File: config.mk
export PLATFORM = sky130hd
export DESIGN_NAME = ams_sequencer
export DESIGN_NICKNAME = d
export VERILOG_FILES = /design/src/ams_pkg.sv /design/src/ams_sequencer.sv /design/src/ams_keys.sv /design/src/ams_refmem.sv
export SDC_FILE = /design/constraint.sdc
export NUM_CORES = 1
export LEC_CHECK = 0
export BUFFER_PORTS_ARGS = -buffer_cell sky130_fd_sc_hd__buf_2
export CAP_MARGIN = 15
export CORE_MARGIN = 1
export CORE_UTILIZATION = 50
export DETAILED_ROUTE_END_ITERATION = 6
export GPL_TIMING_DRIVEN = 1
export PLACE_DENSITY = 0.7
export SLEW_MARGIN = 5
export SYNTH_ARGS = -nofsm -noshare
export SYNTH_HDL_FRONTEND = slang
export SYNTH_HIERARCHICAL = 1
export SYNTH_SLANG_ARGS = --single-unit
export TNS_END_PERCENT = 5
File: constraint.sdc
create_clock -name pclk -period 8.28 [get_ports pclk]
set_clock_uncertainty 0.1 [all_clocks]
set_input_delay 1.242 -clock pclk [delete_from_list [all_inputs] [get_ports pclk]]
set_output_delay 1.242 -clock pclk [all_outputs]
set_load 0.02 [all_outputs]
File: src/ams_pkg.sv
package ams_pkg;

  // Clock rate and timed behaviour
  localparam int unsigned CLK_KHZ = 200000;
  localparam int unsigned LONG_PRESS_MS = 3000;
  localparam int unsigned IDENT_MS = 5000;
  localparam int unsigned WG_TIMEOUT_MS = 5000;
  localparam int unsigned LONG_PRESS_CYC = LONG_PRESS_MS * CLK_KHZ;
  localparam int unsigned IDENT_CYC = IDENT_MS * CLK_KHZ;
  localparam int unsigned WG_TIMEOUT_CYC = WG_TIMEOUT_MS * CLK_KHZ;

  // Key vector positions
  localparam int NKEYS = 10;
  localparam int K_MODE = 0;
  localparam int K_FS = 1;
  localparam int K_UP = 2;
  localparam int K_DN = 3;
  localparam int K_AZ_CCW = 4;
  localparam int K_AZ_CW = 5;
  localparam int K_EL_DN = 6;
  localparam int K_EL_UP = 7;
  localparam int K_POL_CCW = 8;
  localparam int K_POL_CW = 9;

  // Axis numbers and limit positions (three bits per axis)
  localparam logic [1:0] AX_AZ = 2'h0;
  localparam logic [1:0] AX_EL = 2'h1;
  localparam logic [1:0] AX_POL = 2'h2;
  localparam int LIM_STOW = 0;
  localparam int LIM_NEG = 1;
  localparam int LIM_POS = 2;

  // Voltage and position words
  localparam int VOLT_W = 13;
  localparam int POS_W = 14;
  localparam logic [12:0] REF_DEFAULT = 13'h09c4;

  // Axis fault codes
  localparam logic [1:0] FLT_OK = 2'h0;
  localparam logic [1:0] FLT_STALL = 2'h1;
  localparam logic [1:0] FLT_RUN = 2'h2;

  // Waveguide display characters
  localparam logic [7:0] CH_H = 8'h48;
  localparam logic [7:0] CH_V = 8'h56;
  localparam logic [7:0] CH_Q = 8'h3f;
  localparam logic [7:0] CH_STAR = 8'h2a;
  localparam logic [7:0] CH_PLUS = 8'h2b;
  localparam logic [7:0] CH_MINUS = 8'h2d;
  localparam logic [7:0] CH_SPACE = 8'h20;

  // Screens
  typedef enum logic [3:0] {
    M_IDENT = 4'h0,
    M_MANUAL = 4'h1,
    M_AUTO = 4'h2,
    M_DEPLOY = 4'h3,
    M_STOW = 4'h4,
    M_WAVEGUIDE = 4'h5,
    M_DRV_RESET = 4'h6,
    M_AZ_REF = 4'h7,
    M_EL_REF = 4'h8,
    M_POL_REF = 4'h9
  } ams_mode_t;

  // Register map (byte addresses)
  localparam logic [7:0] A_CTRL = 8'h00;
  localparam logic [7:0] A_STATUS = 8'h04;
  localparam logic [7:0] A_REF0 = 8'h08;
  localparam logic [7:0] A_REF2 = 8'h10;
  localparam logic [7:0] A_TGT0 = 8'h14;
  localparam logic [7:0] A_TGT5 = 8'h28;
  localparam int CTRL_POL_EN = 0;
  localparam int CTRL_WG_FIT = 1;
  localparam int CTRL_POL_STW = 2;
  localparam logic [2:0] CTRL_RST = 3'h1;
  localparam int ST_MODE = 0;
  localparam int ST_FAST = 4;
  localparam int ST_CONFIRM = 5;
  localparam int ST_FAULT = 6;
  localparam int ST_WG_MOVE = 12;
  localparam int ST_STEP = 13;

endpackage : ams_pkg

File: src/ams_sequencer.sv
// Chosen here: the APB interface to the registers and the address map.
`timescale 1ns/10ps
`default_nettype none

module ams_sequencer #(
  parameter int unsigned LONG_PRESS_CYC = ams_pkg::LONG_PRESS_CYC,
  parameter int unsigned IDENT_CYC = ams_pkg::IDENT_CYC,
  parameter int unsigned WG_TIMEOUT_CYC = ams_pkg::WG_TIMEOUT_CYC
) (
  // Clock and reset
  input wire logic pclk,
  input wire logic presetn,
  // APB slave
  input wire logic [7:0] paddr,
  input wire logic psel,
  input wire logic penable,
  input wire logic pwrite,
  input wire logic [31:0] pwdata,
  output logic [31:0] prdata,
  output logic pready,
  output logic pslverr,
  // Keypad and panel inputs
  input wire logic [9:0] key_in,
  input wire logic [8:0] lim_in,
  input wire logic wg_sense_h,
  input wire logic wg_sense_v,
  input wire logic [2:0] stall_det,
  input wire logic [2:0] run_det,
  // Position sensor voltages in millivolts
  input wire logic [12:0] meas_az,
  input wire logic [12:0] meas_el,
  input wire logic [12:0] meas_pol,
  // Motor and waveguide drive
  output logic [2:0] drv_pos,
  output logic [2:0] drv_neg,
  output logic drv_fast,
  output logic wg_drive_h,
  output logic wg_drive_v,
  // Display fields
  output logic [3:0] disp_screen,
  output logic disp_confirm,
  output logic disp_fast,
  output logic [7:0] disp_wg_char,
  output logic [2:0][13:0] disp_pos,
  output logic [8:0] disp_limits,
  output logic [2:0][1:0] disp_fault,
  output logic [12:0] disp_ref_stored,
  output logic [12:0] disp_ref_live
);

  typedef struct packed {
    logic [16:0] sync1_q;
    logic [16:0] sync2_q;
    ams_pkg::ams_mode_t mode_q;
    logic [31:0] cnt_q;
    logic fast_q;
    logic confirm_q;
    logic [12:0] pend_q;
    logic [1:0] step_q;
    logic step_run_q;
    logic auto_dir_q;
    logic [2:0][1:0] fault_q;
    logic wg_move_q;
    logic wg_to_h_q;
    logic [31:0] wg_cnt_q;
    logic [1:0] wg_drv_q;
    logic [2:0] ctrl_q;
    logic [5:0][13:0] tgt_q;
    logic pready_q;
    logic pslverr_q;
    logic [31:0] prdata_q;
    logic [2:0] drv_pos_q;
    logic [2:0] drv_neg_q;
    logic [7:0] wg_char_q;
    logic [2:0][13:0] pos_q;
    logic [8:0] lim_q;
    logic [12:0] ref_stored_q;
    logic [12:0] ref_live_q;
  } ams_seq_t;

  ams_seq_t r;
  ams_seq_t n;

  logic [9:0] key_held;
  logic [9:0] key_press;
  logic mode_short;
  logic mode_long;
  logic [2:0][12:0] ref_rd;
  logic [2:0][12:0] meas;
  logic signed [13:0] pos [3];
  logic [2:0] req_pos;
  logic [2:0] req_neg;
  logic ref_we;
  logic [1:0] ref_axis;
  logic [1:0] cur_axis;
  logic [3:0] tgt_idx;
  logic reached;

  // Axis moved by a given step of deploy or stow
  function automatic logic [1:0] seq_axis(input logic stow,
                                          input logic [1:0] step);
    if (stow) begin
      if (step == 2'h0) begin
        return ams_pkg::AX_AZ;
      end else if (step == 2'h1) begin
        return ams_pkg::AX_POL;
      end else begin
        return ams_pkg::AX_EL;
      end
    end else begin
      if (step == 2'h0) begin
        return ams_pkg::AX_EL;
      end else if (step == 2'h1) begin
        return ams_pkg::AX_AZ;
      end else begin
        return ams_pkg::AX_POL;
      end
    end
  endfunction : seq_axis

  // True for any mapped register byte address
  function automatic logic addr_mapped(input logic [7:0] a);
    if (a[1:0] != 2'h0) begin
      return 1'b0;
    end else if (a <= ams_pkg::A_TGT5) begin
      return 1'b1;
    end else begin
      return 1'b0;
    end
  endfunction : addr_mapped

  // Key conditioning and long-press timing
  ams_keys #(
    .LONG_CYC(LONG_PRESS_CYC)
  ) u_keys (
    .pclk(pclk),
    .presetn(presetn),
    .key_in(key_in),
    .key_held(key_held),
    .key_press(key_press),
    .mode_short(mode_short),
    .mode_long(mode_long)
  );

  // Stored reference voltages
  ams_refmem u_refmem (
    .pclk(pclk),
    .presetn(presetn),
    .we(ref_we),
    .waddr(ref_axis),
    .wdata(r.pend_q),
    .rdata(ref_rd)
  );

  // Positions relative to stored references
  assign meas = {meas_pol, meas_el, meas_az};
  always_comb begin
    for (int i = 0; i < 3; i++) begin
      pos[i] = $signed({1'b0, meas[i]}) - $signed({1'b0, ref_rd[i]});
    end
  end

  // Reference screen selection and commit strobe
  assign ref_axis = 2'(r.mode_q - ams_pkg::M_AZ_REF);
  assign ref_we = (r.mode_q >= ams_pkg::M_AZ_REF) && r.confirm_q &&
                  key_press[ams_pkg::K_DN];
  assign cur_axis = seq_axis(r.mode_q == ams_pkg::M_STOW, r.step_q);
  assign tgt_idx = (r.mode_q == ams_pkg::M_STOW) ? 4'(cur_axis) + 4'h3
                                                 : 4'(cur_axis);
  assign reached = r.auto_dir_q ?
                   (pos[cur_axis] >= $signed(r.tgt_q[tgt_idx])) :
                   (pos[cur_axis] <= $signed(r.tgt_q[tgt_idx]));

  // Drive requests before interlocks
  always_comb begin
    req_pos = 3'h0;
    req_neg = 3'h0;
    if (r.mode_q == ams_pkg::M_MANUAL) begin
      req_neg[ams_pkg::AX_AZ] = key_held[ams_pkg::K_AZ_CCW];
      req_pos[ams_pkg::AX_AZ] = key_held[ams_pkg::K_AZ_CW];
      req_neg[ams_pkg::AX_EL] = key_held[ams_pkg::K_EL_DN];
      req_pos[ams_pkg::AX_EL] = key_held[ams_pkg::K_EL_UP];
      req_neg[ams_pkg::AX_POL] = key_held[ams_pkg::K_POL_CCW];
      req_pos[ams_pkg::AX_POL] = key_held[ams_pkg::K_POL_CW];
      // Both keys of one axis held: no motion
      req_pos = req_pos & ~req_neg;
      req_neg = req_neg & ~{key_held[ams_pkg::K_POL_CW],
                            key_held[ams_pkg::K_EL_UP],
                            key_held[ams_pkg::K_AZ_CW]};
    end else if ((r.mode_q == ams_pkg::M_DEPLOY ||
                  r.mode_q == ams_pkg::M_STOW) && r.step_run_q &&
                 !reached) begin
      req_pos[cur_axis] = r.auto_dir_q;
      req_neg[cur_axis] = !r.auto_dir_q;
    end
  end

  // Main sequencing, interlocks, display and register file
  always_comb begin
    n = r;
    n.sync1_q = {stall_det, run_det, wg_sense_v, wg_sense_h, lim_in};
    n.sync2_q = r.sync1_q;

    // Faults: detection wins over a clear in the same cycle
    for (int i = 0; i < 3; i++) begin
      if (r.mode_q == ams_pkg::M_DRV_RESET && key_press[ams_pkg::K_FS]) begin
        n.fault_q[i] = ams_pkg::FLT_OK;
      end
      if (r.sync2_q[14 + i]) begin
        n.fault_q[i] = ams_pkg::FLT_STALL;
      end else if (r.sync2_q[11 + i]) begin
        n.fault_q[i] = ams_pkg::FLT_RUN;
      end
    end

    // Interlocks on every axis
    for (int i = 0; i < 3; i++) begin
      n.drv_pos_q[i] = req_pos[i] && !r.sync2_q[3 * i + ams_pkg::LIM_POS] &&
                       r.fault_q[i] == ams_pkg::FLT_OK;
      n.drv_neg_q[i] = req_neg[i] && !r.sync2_q[3 * i + ams_pkg::LIM_NEG] &&
                       r.fault_q[i] == ams_pkg::FLT_OK;
    end
    if (r.sync2_q[3 * ams_pkg::AX_EL + ams_pkg::LIM_NEG]) begin
      n.drv_pos_q[ams_pkg::AX_AZ] = 1'b0;
      n.drv_neg_q[ams_pkg::AX_AZ] = 1'b0;
    end

    // Screen sequencing
    case (r.mode_q)
      ams_pkg::M_IDENT: begin
        n.cnt_q = r.cnt_q + 32'h1;
        if (r.cnt_q == 32'(IDENT_CYC - 1)) begin
          n.mode_q = ams_pkg::M_MANUAL;
          n.cnt_q = 32'h0;
        end
      end
      ams_pkg::M_MANUAL: begin
        if (key_press[ams_pkg::K_FS]) begin
          n.fast_q = !r.fast_q;
        end
        if (mode_short) begin
          n.mode_q = ams_pkg::M_AUTO;
        end
      end
      ams_pkg::M_AUTO: begin
        if (key_press[ams_pkg::K_UP]) begin
          n.mode_q = ams_pkg::M_DEPLOY;
        end else if (key_press[ams_pkg::K_DN]) begin
          n.mode_q = ams_pkg::M_STOW;
        end else if (key_press[ams_pkg::K_FS] &&
                     r.ctrl_q[ams_pkg::CTRL_WG_FIT]) begin
          n.mode_q = ams_pkg::M_WAVEGUIDE;
        end else if (mode_short) begin
          n.mode_q = ams_pkg::M_MANUAL;
        end
        n.step_q = 2'h0;
        n.step_run_q = 1'b0;
      end
      ams_pkg::M_DEPLOY, ams_pkg::M_STOW: begin
        if (key_press != 10'h0) begin
          n.mode_q = ams_pkg::M_AUTO;
          n.step_run_q = 1'b0;
        end else if (cur_axis == ams_pkg::AX_POL &&
                     !r.ctrl_q[ams_pkg::CTRL_POL_EN]) begin
          n.step_q = r.step_q + 2'h1;
          if (r.step_q == 2'h2) begin
            n.mode_q = ams_pkg::M_MANUAL;
          end
        end else if (!r.step_run_q) begin
          n.step_run_q = 1'b1;
          n.auto_dir_q = pos[cur_axis] < $signed(r.tgt_q[tgt_idx]);
        end else if (reached) begin
          n.step_run_q = 1'b0;
          n.step_q = r.step_q + 2'h1;
          if (r.step_q == 2'h2) begin
            n.mode_q = ams_pkg::M_MANUAL;
          end
        end
      end
      ams_pkg::M_WAVEGUIDE: begin
        if (mode_short) begin
          n.mode_q = ams_pkg::M_MANUAL;
        end
      end
      ams_pkg::M_DRV_RESET: begin
        if (mode_short) begin
          n.mode_q = ams_pkg::M_AZ_REF;
        end
      end
      ams_pkg::M_AZ_REF, ams_pkg::M_EL_REF, ams_pkg::M_POL_REF: begin
        if (key_press[ams_pkg::K_UP] && !r.confirm_q) begin
          n.confirm_q = 1'b1;
          n.pend_q = meas[ref_axis];
        end else if (ref_we) begin
          n.confirm_q = 1'b0;
        end
        if (mode_short) begin
          n.confirm_q = 1'b0;
          n.mode_q = (r.mode_q == ams_pkg::M_POL_REF) ?
                     ams_pkg::M_DRV_RESET :
                     ams_pkg::ams_mode_t'(r.mode_q + 4'h1);
        end
      end
      default: begin
        n.mode_q = ams_pkg::M_MANUAL;
      end
    endcase

    // Long Mode hold swaps between operating and programming groups
    if (mode_long && r.mode_q != ams_pkg::M_IDENT) begin
      n.confirm_q = 1'b0;
      n.step_run_q = 1'b0;
      n.mode_q = (r.mode_q >= ams_pkg::M_DRV_RESET) ? ams_pkg::M_MANUAL
                                                    : ams_pkg::M_DRV_RESET;
    end

    // Waveguide switch travel with timeout
    if (r.wg_move_q) begin
      n.wg_cnt_q = r.wg_cnt_q + 32'h1;
      if ((r.wg_to_h_q && r.sync2_q[9]) || (!r.wg_to_h_q && r.sync2_q[10])) begin
        n.wg_move_q = 1'b0;
      end else if (r.wg_cnt_q == 32'(WG_TIMEOUT_CYC - 1)) begin
        n.wg_move_q = 1'b0;
      end
    end else if (r.mode_q == ams_pkg::M_WAVEGUIDE &&
                 key_press[ams_pkg::K_FS]) begin
      n.wg_move_q = 1'b1;
      n.wg_cnt_q = 32'h0;
      n.wg_to_h_q = !(r.sync2_q[9] && !r.sync2_q[10]);
    end
    // Drive lines get their own flops so the pins never glitch
    n.wg_drv_q[0] = n.wg_move_q & n.wg_to_h_q;
    n.wg_drv_q[1] = n.wg_move_q & ~n.wg_to_h_q;

    // Waveguide character
    if (!r.ctrl_q[ams_pkg::CTRL_WG_FIT]) begin
      n.wg_char_q = ams_pkg::CH_SPACE;
    end else if (r.wg_move_q) begin
      n.wg_char_q = r.wg_to_h_q ? ams_pkg::CH_PLUS : ams_pkg::CH_MINUS;
    end else if (r.sync2_q[9] && r.sync2_q[10]) begin
      n.wg_char_q = ams_pkg::CH_STAR;
    end else if (r.sync2_q[9]) begin
      n.wg_char_q = ams_pkg::CH_H;
    end else if (r.sync2_q[10]) begin
      n.wg_char_q = ams_pkg::CH_V;
    end else begin
      n.wg_char_q = ams_pkg::CH_Q;
    end

    // Live positions, limits and reference fields
    for (int i = 0; i < 3; i++) begin
      n.pos_q[i] = pos[i];
    end
    n.lim_q = r.sync2_q[8:0];
    if (!r.ctrl_q[ams_pkg::CTRL_POL_STW]) begin
      n.lim_q[3 * ams_pkg::AX_POL + ams_pkg::LIM_STOW] = 1'b0;
    end
    n.ref_stored_q = (r.mode_q >= ams_pkg::M_AZ_REF) ? ref_rd[ref_axis]
                                                     : 13'h0;
    n.ref_live_q = (r.mode_q >= ams_pkg::M_AZ_REF) ? meas[ref_axis] : 13'h0;

    // APB: data prepared in setup, completed in the access cycle
    if (psel && !penable && !r.pready_q) begin
      n.pready_q = 1'b1;
      n.pslverr_q = !addr_mapped(paddr);
      n.prdata_q = 32'h0;
      if (paddr == ams_pkg::A_CTRL) begin
        n.prdata_q = {29'h0, r.ctrl_q};
      end else if (paddr == ams_pkg::A_STATUS) begin
        n.prdata_q[ams_pkg::ST_MODE +: 4] = r.mode_q;
        n.prdata_q[ams_pkg::ST_FAST] = r.fast_q;
        n.prdata_q[ams_pkg::ST_CONFIRM] = r.confirm_q;
        n.prdata_q[ams_pkg::ST_FAULT +: 6] = r.fault_q;
        n.prdata_q[ams_pkg::ST_WG_MOVE] = r.wg_move_q;
        n.prdata_q[ams_pkg::ST_STEP +: 2] = r.step_q;
      end else if (paddr >= ams_pkg::A_REF0 && paddr <= ams_pkg::A_REF2) begin
        n.prdata_q = {19'h0, ref_rd[2'(paddr[7:2] - 6'h2)]};
      end else if (paddr >= ams_pkg::A_TGT0 && paddr <= ams_pkg::A_TGT5) begin
        n.prdata_q = {{18{r.tgt_q[3'(paddr[7:2] - 6'h5)][13]}},
                      r.tgt_q[3'(paddr[7:2] - 6'h5)]};
      end
    end else if (psel && penable && r.pready_q) begin
      n.pready_q = 1'b0;
      n.pslverr_q = 1'b0;
      if (pwrite && !r.pslverr_q) begin
        if (paddr == ams_pkg::A_CTRL) begin
          n.ctrl_q = pwdata[2:0];
        end else if (paddr >= ams_pkg::A_TGT0 && paddr <= ams_pkg::A_TGT5) begin
          n.tgt_q[3'(paddr[7:2] - 6'h5)] = pwdata[13:0];
        end
      end
    end
  end

  // State register
  always_ff @(posedge pclk or negedge presetn) begin
    if (!presetn) begin
      r <= '0;
      r.ctrl_q <= ams_pkg::CTRL_RST;
      r.wg_char_q <= ams_pkg::CH_SPACE;
    end else begin
      r <= n;
    end
  end

  // Outputs straight from the state register
  assign prdata = r.prdata_q;
  assign pready = r.pready_q;
  assign pslverr = r.pslverr_q;
  assign drv_pos = r.drv_pos_q;
  assign drv_neg = r.drv_neg_q;
  assign drv_fast = r.fast_q;
  assign wg_drive_h = r.wg_drv_q[0];
  assign wg_drive_v = r.wg_drv_q[1];
  assign disp_screen = r.mode_q;
  assign disp_confirm = r.confirm_q;
  assign disp_fast = r.fast_q;
  assign disp_wg_char = r.wg_char_q;
  assign disp_pos = r.pos_q;
  assign disp_limits = r.lim_q;
  assign disp_fault = r.fault_q;
  assign disp_ref_stored = r.ref_stored_q;
  assign disp_ref_live = r.ref_live_q;

endmodule : ams_sequencer

`default_nettype wire

File: src/ams_keys.sv
`timescale 1ns/10ps
`default_nettype none

// Key synchroniser with press edges and short/long Mode classification
module ams_keys #(
  parameter int unsigned LONG_CYC = ams_pkg::LONG_PRESS_CYC
) (
  // Clock and reset
  input wire logic pclk,
  input wire logic presetn,
  // Raw keys
  input wire logic [9:0] key_in,
  // Conditioned keys
  output logic [9:0] key_held,
  output logic [9:0] key_press,
  output logic mode_short,
  output logic mode_long
);

  typedef struct packed {
    logic [9:0] s1_q;
    logic [9:0] s2_q;
    logic [9:0] prev_q;
    logic [9:0] press_q;
    logic [31:0] cnt_q;
    logic long_done_q;
    logic short_q;
    logic long_q;
  } ams_keys_t;

  ams_keys_t r;
  ams_keys_t n;

  // Edge detection and hold timing on synchronised keys
  always_comb begin
    n = r;
    n.s1_q = key_in;
    n.s2_q = r.s1_q;
    n.prev_q = r.s2_q;
    n.press_q = r.s2_q & ~r.prev_q;
    n.short_q = 1'b0;
    n.long_q = 1'b0;
    if (r.s2_q[ams_pkg::K_MODE]) begin
      if (!r.long_done_q) begin
        n.cnt_q = r.cnt_q + 32'h1;
        if (r.cnt_q == 32'(LONG_CYC - 1)) begin
          n.long_q = 1'b1;
          n.long_done_q = 1'b1;
        end
      end
    end else begin
      // Release: short press only if the hold never qualified as long
      if (r.prev_q[ams_pkg::K_MODE] && !r.long_done_q) begin
        n.short_q = 1'b1;
      end
      n.cnt_q = 32'h0;
      n.long_done_q = 1'b0;
    end
  end

  // State register
  always_ff @(posedge pclk or negedge presetn) begin
    if (!presetn) begin
      r <= '0;
    end else begin
      r <= n;
    end
  end

  assign key_held = r.s2_q;
  assign key_press = r.press_q;
  assign mode_short = r.short_q;
  assign mode_long = r.long_q;

endmodule : ams_keys

`default_nettype wire

File: src/ams_refmem.sv
`timescale 1ns/10ps
`default_nettype none

// Stored reference voltages, one word per axis, registered read data
module ams_refmem (
  // Clock and reset
  input wire logic pclk,
  input wire logic presetn,
  // Write port
  input wire logic we,
  input wire logic [1:0] waddr,
  input wire logic [12:0] wdata,
  // Read data
  output logic [2:0][12:0] rdata
);

  typedef struct packed {
    logic [2:0][12:0] ref_q;
  } ams_refmem_t;

  ams_refmem_t r;
  ams_refmem_t n;

  // Write one word, others hold
  always_comb begin
    n = r;
    if (we && waddr <= ams_pkg::AX_POL) begin
      n.ref_q[waddr] = wdata;
    end
  end

  // Every word resets to the centred value
  always_ff @(posedge pclk or negedge presetn) begin
    if (!presetn) begin
      r <= {3{ams_pkg::REF_DEFAULT}};
    end else begin
      r <= n;
    end
  end

  assign rdata = r.ref_q;

endmodule : ams_refmem

`default_nettype wire

; Yosys cells after proc, flatten, opt, wreduce, memory -nomap -nowiden
; Index checks and enable logic that the tools add are counted.
; Widths: inputs -> output; s select.
[word_totals]
regBits = 457
in_bits = 111
[op_classes]
addsub = 12
n_lt_le_gt_ge = 19
n_eq_ne = 27
mux = 106
n_bitwise = 17
n_reduce_logical = 88
[op_table]
columns = op, count
row1 = $mux 32, 4
row2 = $add 32x1->32 const B, 3
row3 = $eq 32x30->1 const B, 3
row4 = $mux 13, 7
row5 = $bmux 14 s3, 2
row6 = $bwmux 84, 1
row7 = $mux 14, 6
row8 = $bmux 13 s2, 3
row9 = $mux 33, 2
row10 = $mux 4, 14
row11 = $demux 14 s3, 1
row12 = $sub 13x13->14, 3
row13 = $bwmux 39, 1
row14 = $logic_and 1x1->1, 38
row15 = $mux 2, 18
row16 = $mux 36, 1
row17 = $mux 7, 5
row18 = $mux 34, 1
row19 = $bmux 14 s2, 1
row20 = $pmux 4 s7, 1
row21 = $demux 13 s2, 1
row22 = $mux 1, 25
row23 = $mux 3, 8
row24 = $logic_not 1->1, 19
row25 = 57 further kinds, 101

; Logic depth before layout (Yosys ltp)
[logic_depth]
depth_word = 17
depth_mapped = 25
depth_no_buf = 19

; Hierarchy
; Netlist, hierarchy kept.
[modules_own_cells]
columns = module, n_inst, cells_each, area_each_um2, seq_area_each_um2
row1 = ams_sequencer, 1, 1916, 18671.7, 8160.3
row2 = ams_keys, 1, 272, 3131.8, 1876.8
row3 = ams_refmem, 1, 84, 1483.9, 994.7

; Worst setup path after synthesis
; Ideal clock, no wire load.
[synth_timing]
kind = reg2reg
start = reg r, in the netlist disp_screen[0]
end = reg r, in the netlist disp_screen[0]
setup_ns = 0.128
arrival_time_ns = 5.569
slack_ns = 2.483
stages_incl_launch_ff = 25
cell_sequence = dfrtp_1 -> inv_1 -> clkbuf_1 -> clkbuf_1 -> ha_1 -> clkbuf_1 -> a31o_2 -> buf_2 -> inv_1 -> buf_2 -> buf_2 -> ha_1 -> or2_2 -> clkbuf_1 -> nor2_1 -> clkbuf_1 -> a32oi_1 -> ha_1 -> a211oi_1 -> nand4b_1 -> nor4_1 -> mux2i_1 -> nor2_1 -> o221ai_1 -> mux2_1
[synth_between]
elab_chain_len = 10
elab_cells_between_ends = 51
[synth_rtl]
columns = element, line_no
row1 = from (decl), ams_sequencer.sv:81  ; ams_seq_t r;
row2 = from (signal assigned), ams_sequencer.sv:402  ; r <= n;
row3 = $eq 4x3->1, "ams_sequencer.sv:167, ams_sequencer.sv:168, ams_sequencer.sv:229"
row4 = $mux 2, ams_sequencer.sv:102  ; if (stow) begin
row5 = $add 2x2->3 or $not 2->3 (tied branches), "ams_sequencer.sv:168, ams_sequencer.sv:171, ams_sequencer.sv:172"
row6 = $mux 3 or $bmux 14 s2 (tied branches), "ams_sequencer.sv:168, ams_sequencer.sv:171, ams_sequencer.sv:172"
row7 = $bmux 14 s3 or $mux 14 (tied branches), "ams_sequencer.sv:171, ams_sequencer.sv:172"
row8 = $mux 14 (not written as such), "ams_sequencer.sv:171, ams_sequencer.sv:172"
row9 = $le 14x14->1 or $ge 14x14->1 (tied branches), "ams_sequencer.sv:172, ams_sequencer.sv:171"
row10 = $mux 1, ams_sequencer.sv:170  ; assign reached = r.auto_dir_q ?
row11 = $ne 5x5->1 (no line), --
row12 = $reduce_and 6->1 (no line), --
; Parallel ways exist; a longest one is shown, timed or not. The select of a mux whose other input is x is not followed.
; A chain may end at the register's enable or synchronous reset.

; Final worst setup path
[layout_timing]
start = reg r, in the netlist disp_screen[2]
end = reg r, in the netlist disp_screen[0]
; The elaborated chain is that of the path after synthesis.

==> results.py <==
metrics = {
    "outcome": {
        "status": "complete, no violations",
    },
    "power": {
        "pwr-share-clk_pct": 33.1,
        "p_seq_share_pct": 39.5,
        "power.internal_w": 0.00426,
        "power.density_mw_per_mm2": 255,
        "vdd_drop_max_mv": 0.256,
        "fin_total_pwr_w": 0.00650,
        "switching_share_pct": 34.5,
        "leakagePower_nw": 11.7,
        "pwr-share-comb_pct": 27.4,
        "switchingPower_w": 0.00224,
    },
    "clock_tree": {
        "post_cts_buffers": 0,
        "clock_path_buffers": 3,
        "clkLatencyLatePin_ps": 610,
        "cts.hold.buffers_added": 0,
        "cts-root-buf": "clkbuf_16",
        "tritoncts.num_buffers": 47,
        "path_clk_slew_ps": 60,
        "cts_tree": "built",
        "htree_levels": 2,
        "cts_resized": 0,
        "clock_sinks": 440,
    },
    "sta": {
        "setup_violations": 0,
        "whs_ps": 246,
        "slew_headroom_pct": 29.2,
        "hold_violations": 0,
        "fmax_ghz": 0.160,
        "period_share_pct": 75.3,
        "fin_tns_setup_ps": 0,
        "rsz0062_at_grt": "false",
        "worst_pin_slew_ps": 1060,
        "drv_slew": 0,
        "final.min_clock_period_ps": 6230,
    },
    "detailed_routing": {
        "drtIter0Drc": 1596,
        "firstDrtPassIters": 5,
        "wirelength_mm": 60.5,
        "routed_via_density": 5.79,
        "drcViolationCount": 0,
        "detail-route-antenna-nets": 0,
        "via_count": 17200,
        "wl_per_cell_um": 20.4,
    },
    "grt": {
        "grt_max_degree": 165,
        "grt.overflow.total": 0,
        "grt_first_pass_wirelength_mm": 95.0,
        "first_global_vias": 16700,
        "antenna_found_initial": 4,
        "grtUsageTotal_pct": 25.8,
    },
    "placed_design": {
        "dp.cells": 2878,
        "port_buffers": 231,
        "dp_hpwl_mm": 43.1,
        "place_congestion": 0.964,
    },
    "worst_setup_path": {
        "crit_family": "simple AND/OR/NAND/NOR gates",
        "setup.worst_path.end_class": "register",
        "crit_path_max_incr_delay_ps": 830,
        "crit_arrival_ps": 6600,
        "worst_path_max_delay_cell": "dfrtp_1",
        "path_cells": "nor2b_1 > nand2_1 > mux2_2 > inv_1 > ha_1 > or2_2 > nor2_1 > buf_4 > a32oi_1 > ha_1 > a211oi_1 > nand4b_1 > nor4_1 > mux2i_1 > nor2_1 > o221ai_1 > mux2_1",
        "cp_max_fo": 20,
        "startpoint_type": "register",
        "crit_buf_inv": 2,
        "worstSetupPathType": "reg -> reg",
        "cp.required_ps": 8650,
    },
    "cells_and_area": {
        "drive_gt1_share_pct": 20.7,
        "areaGrowthSynthToFinish_pct": 9.40,
        "finish.utilization_pct": 55.7,
        "finalNonFillerCells": 2969,
        "fin_nets": 2516,
        "layout_common_cells": "dfrtp_1 (423), buf_2 (230), nand2_1 (229), nor2_1 (176), a21oi_1 (139)",
        "final_common_cell": "dfrtp_1",
    },
    "yosys": {
        "synthCells": 2268,
        "syn_avg_cell_area_um2": 10.3,
        "postSynthNetCount": 2456,
        "yosys_warnings": 6,
        "netlist_area_mm2": 0.0233,
    },
    "hold_path": {
        "min_path_type": "reg -> reg",
    },
    "floorplanning": {
        "die_x_um": 218,
        "rows": 78,
        "die-height_um": 218,
        "core_mm2": 0.0457,
        "dieArea_mm2": 0.0474,
        "io_pins": 251,
        "start_util_pct": 50.9,
    },
    "flow_run": {
        "cap_violations": 0,
    },
}
## metal layers
layer  routed length (um)  vias to the layer above  global-route usage, %
met5                   23                        -                      0
met4                 1790                        4                   8.83
met3                 4530                       92                   5.43
met2                27200                      613                   39.4
met1                27000                     8508                   36.5
li1                     -                     7974                      -
## registers in the layout, indices dropped and copies added (netlist names), 7 cells and up
name,flops
n,25
u_keys/key_held,10
disp_ref_stored,13
u_keys/n,10
u_keys/key_press,10
r,179
disp_wg_char,7
disp_pos,42
u_refmem/rdata,39
disp_ref_live,13
u_keys/r,43
prdata,16
disp_limits,9
## power groups by stage
stage	sequential (W)	combinational, W	clock (W)
2_1_floorplan	0.00251	0.00135	0
3_3_place_gp	0.00259	0.00173	0
3_5_place_dp	0.00260	0.00176	0
4_1_cts	0.00256	0.00177	0.00220
5_1_grt	0.00258	0.00193	0.00229
6_report	0.00256	0.00178	0.00215
## per-stage QoR
step / area [um2] / setup slack (ps)
floorplan: 23300 / 2480
global placement: 23800 / 1980
detailed placement: 23800 / 1980
CTS: 25400 / 2130
global route: 25400 / 1770
finish: 25400 / 2050
## final cells by class
class / count / area, um2
Fill cell: 3943 / 20200
Sequential cell: 440 / 11000
Multi-Input combinational cell: 1503 / 10400
Clock buffer: 64 / 1340
Timing Repair Buffer: 250 / 1330
Tap cell: 600 / 751
Inverter: 86 / 323
Clock inverter: 22 / 267
Antenna cell: 4 / 10.0
## path summary, 6_finish.rpt
kind | from | end | slack, ps | cells past startpoint
min reg2reg | n[320] | r[320] | 250 | 0
min in group asynchronous | presetn | disp_ref_live[7] | 630 | 1
min | n[320] | r[320] | 250 | 0
max | disp_screen[2] | disp_screen[0] | 2050 | 17
max in group asynchronous | presetn | u_keys/r[19] | 5960 | 2
max reg2reg | disp_screen[2] | disp_screen[0] | 2050 | 17
Power figures use the tool's default switching activity.
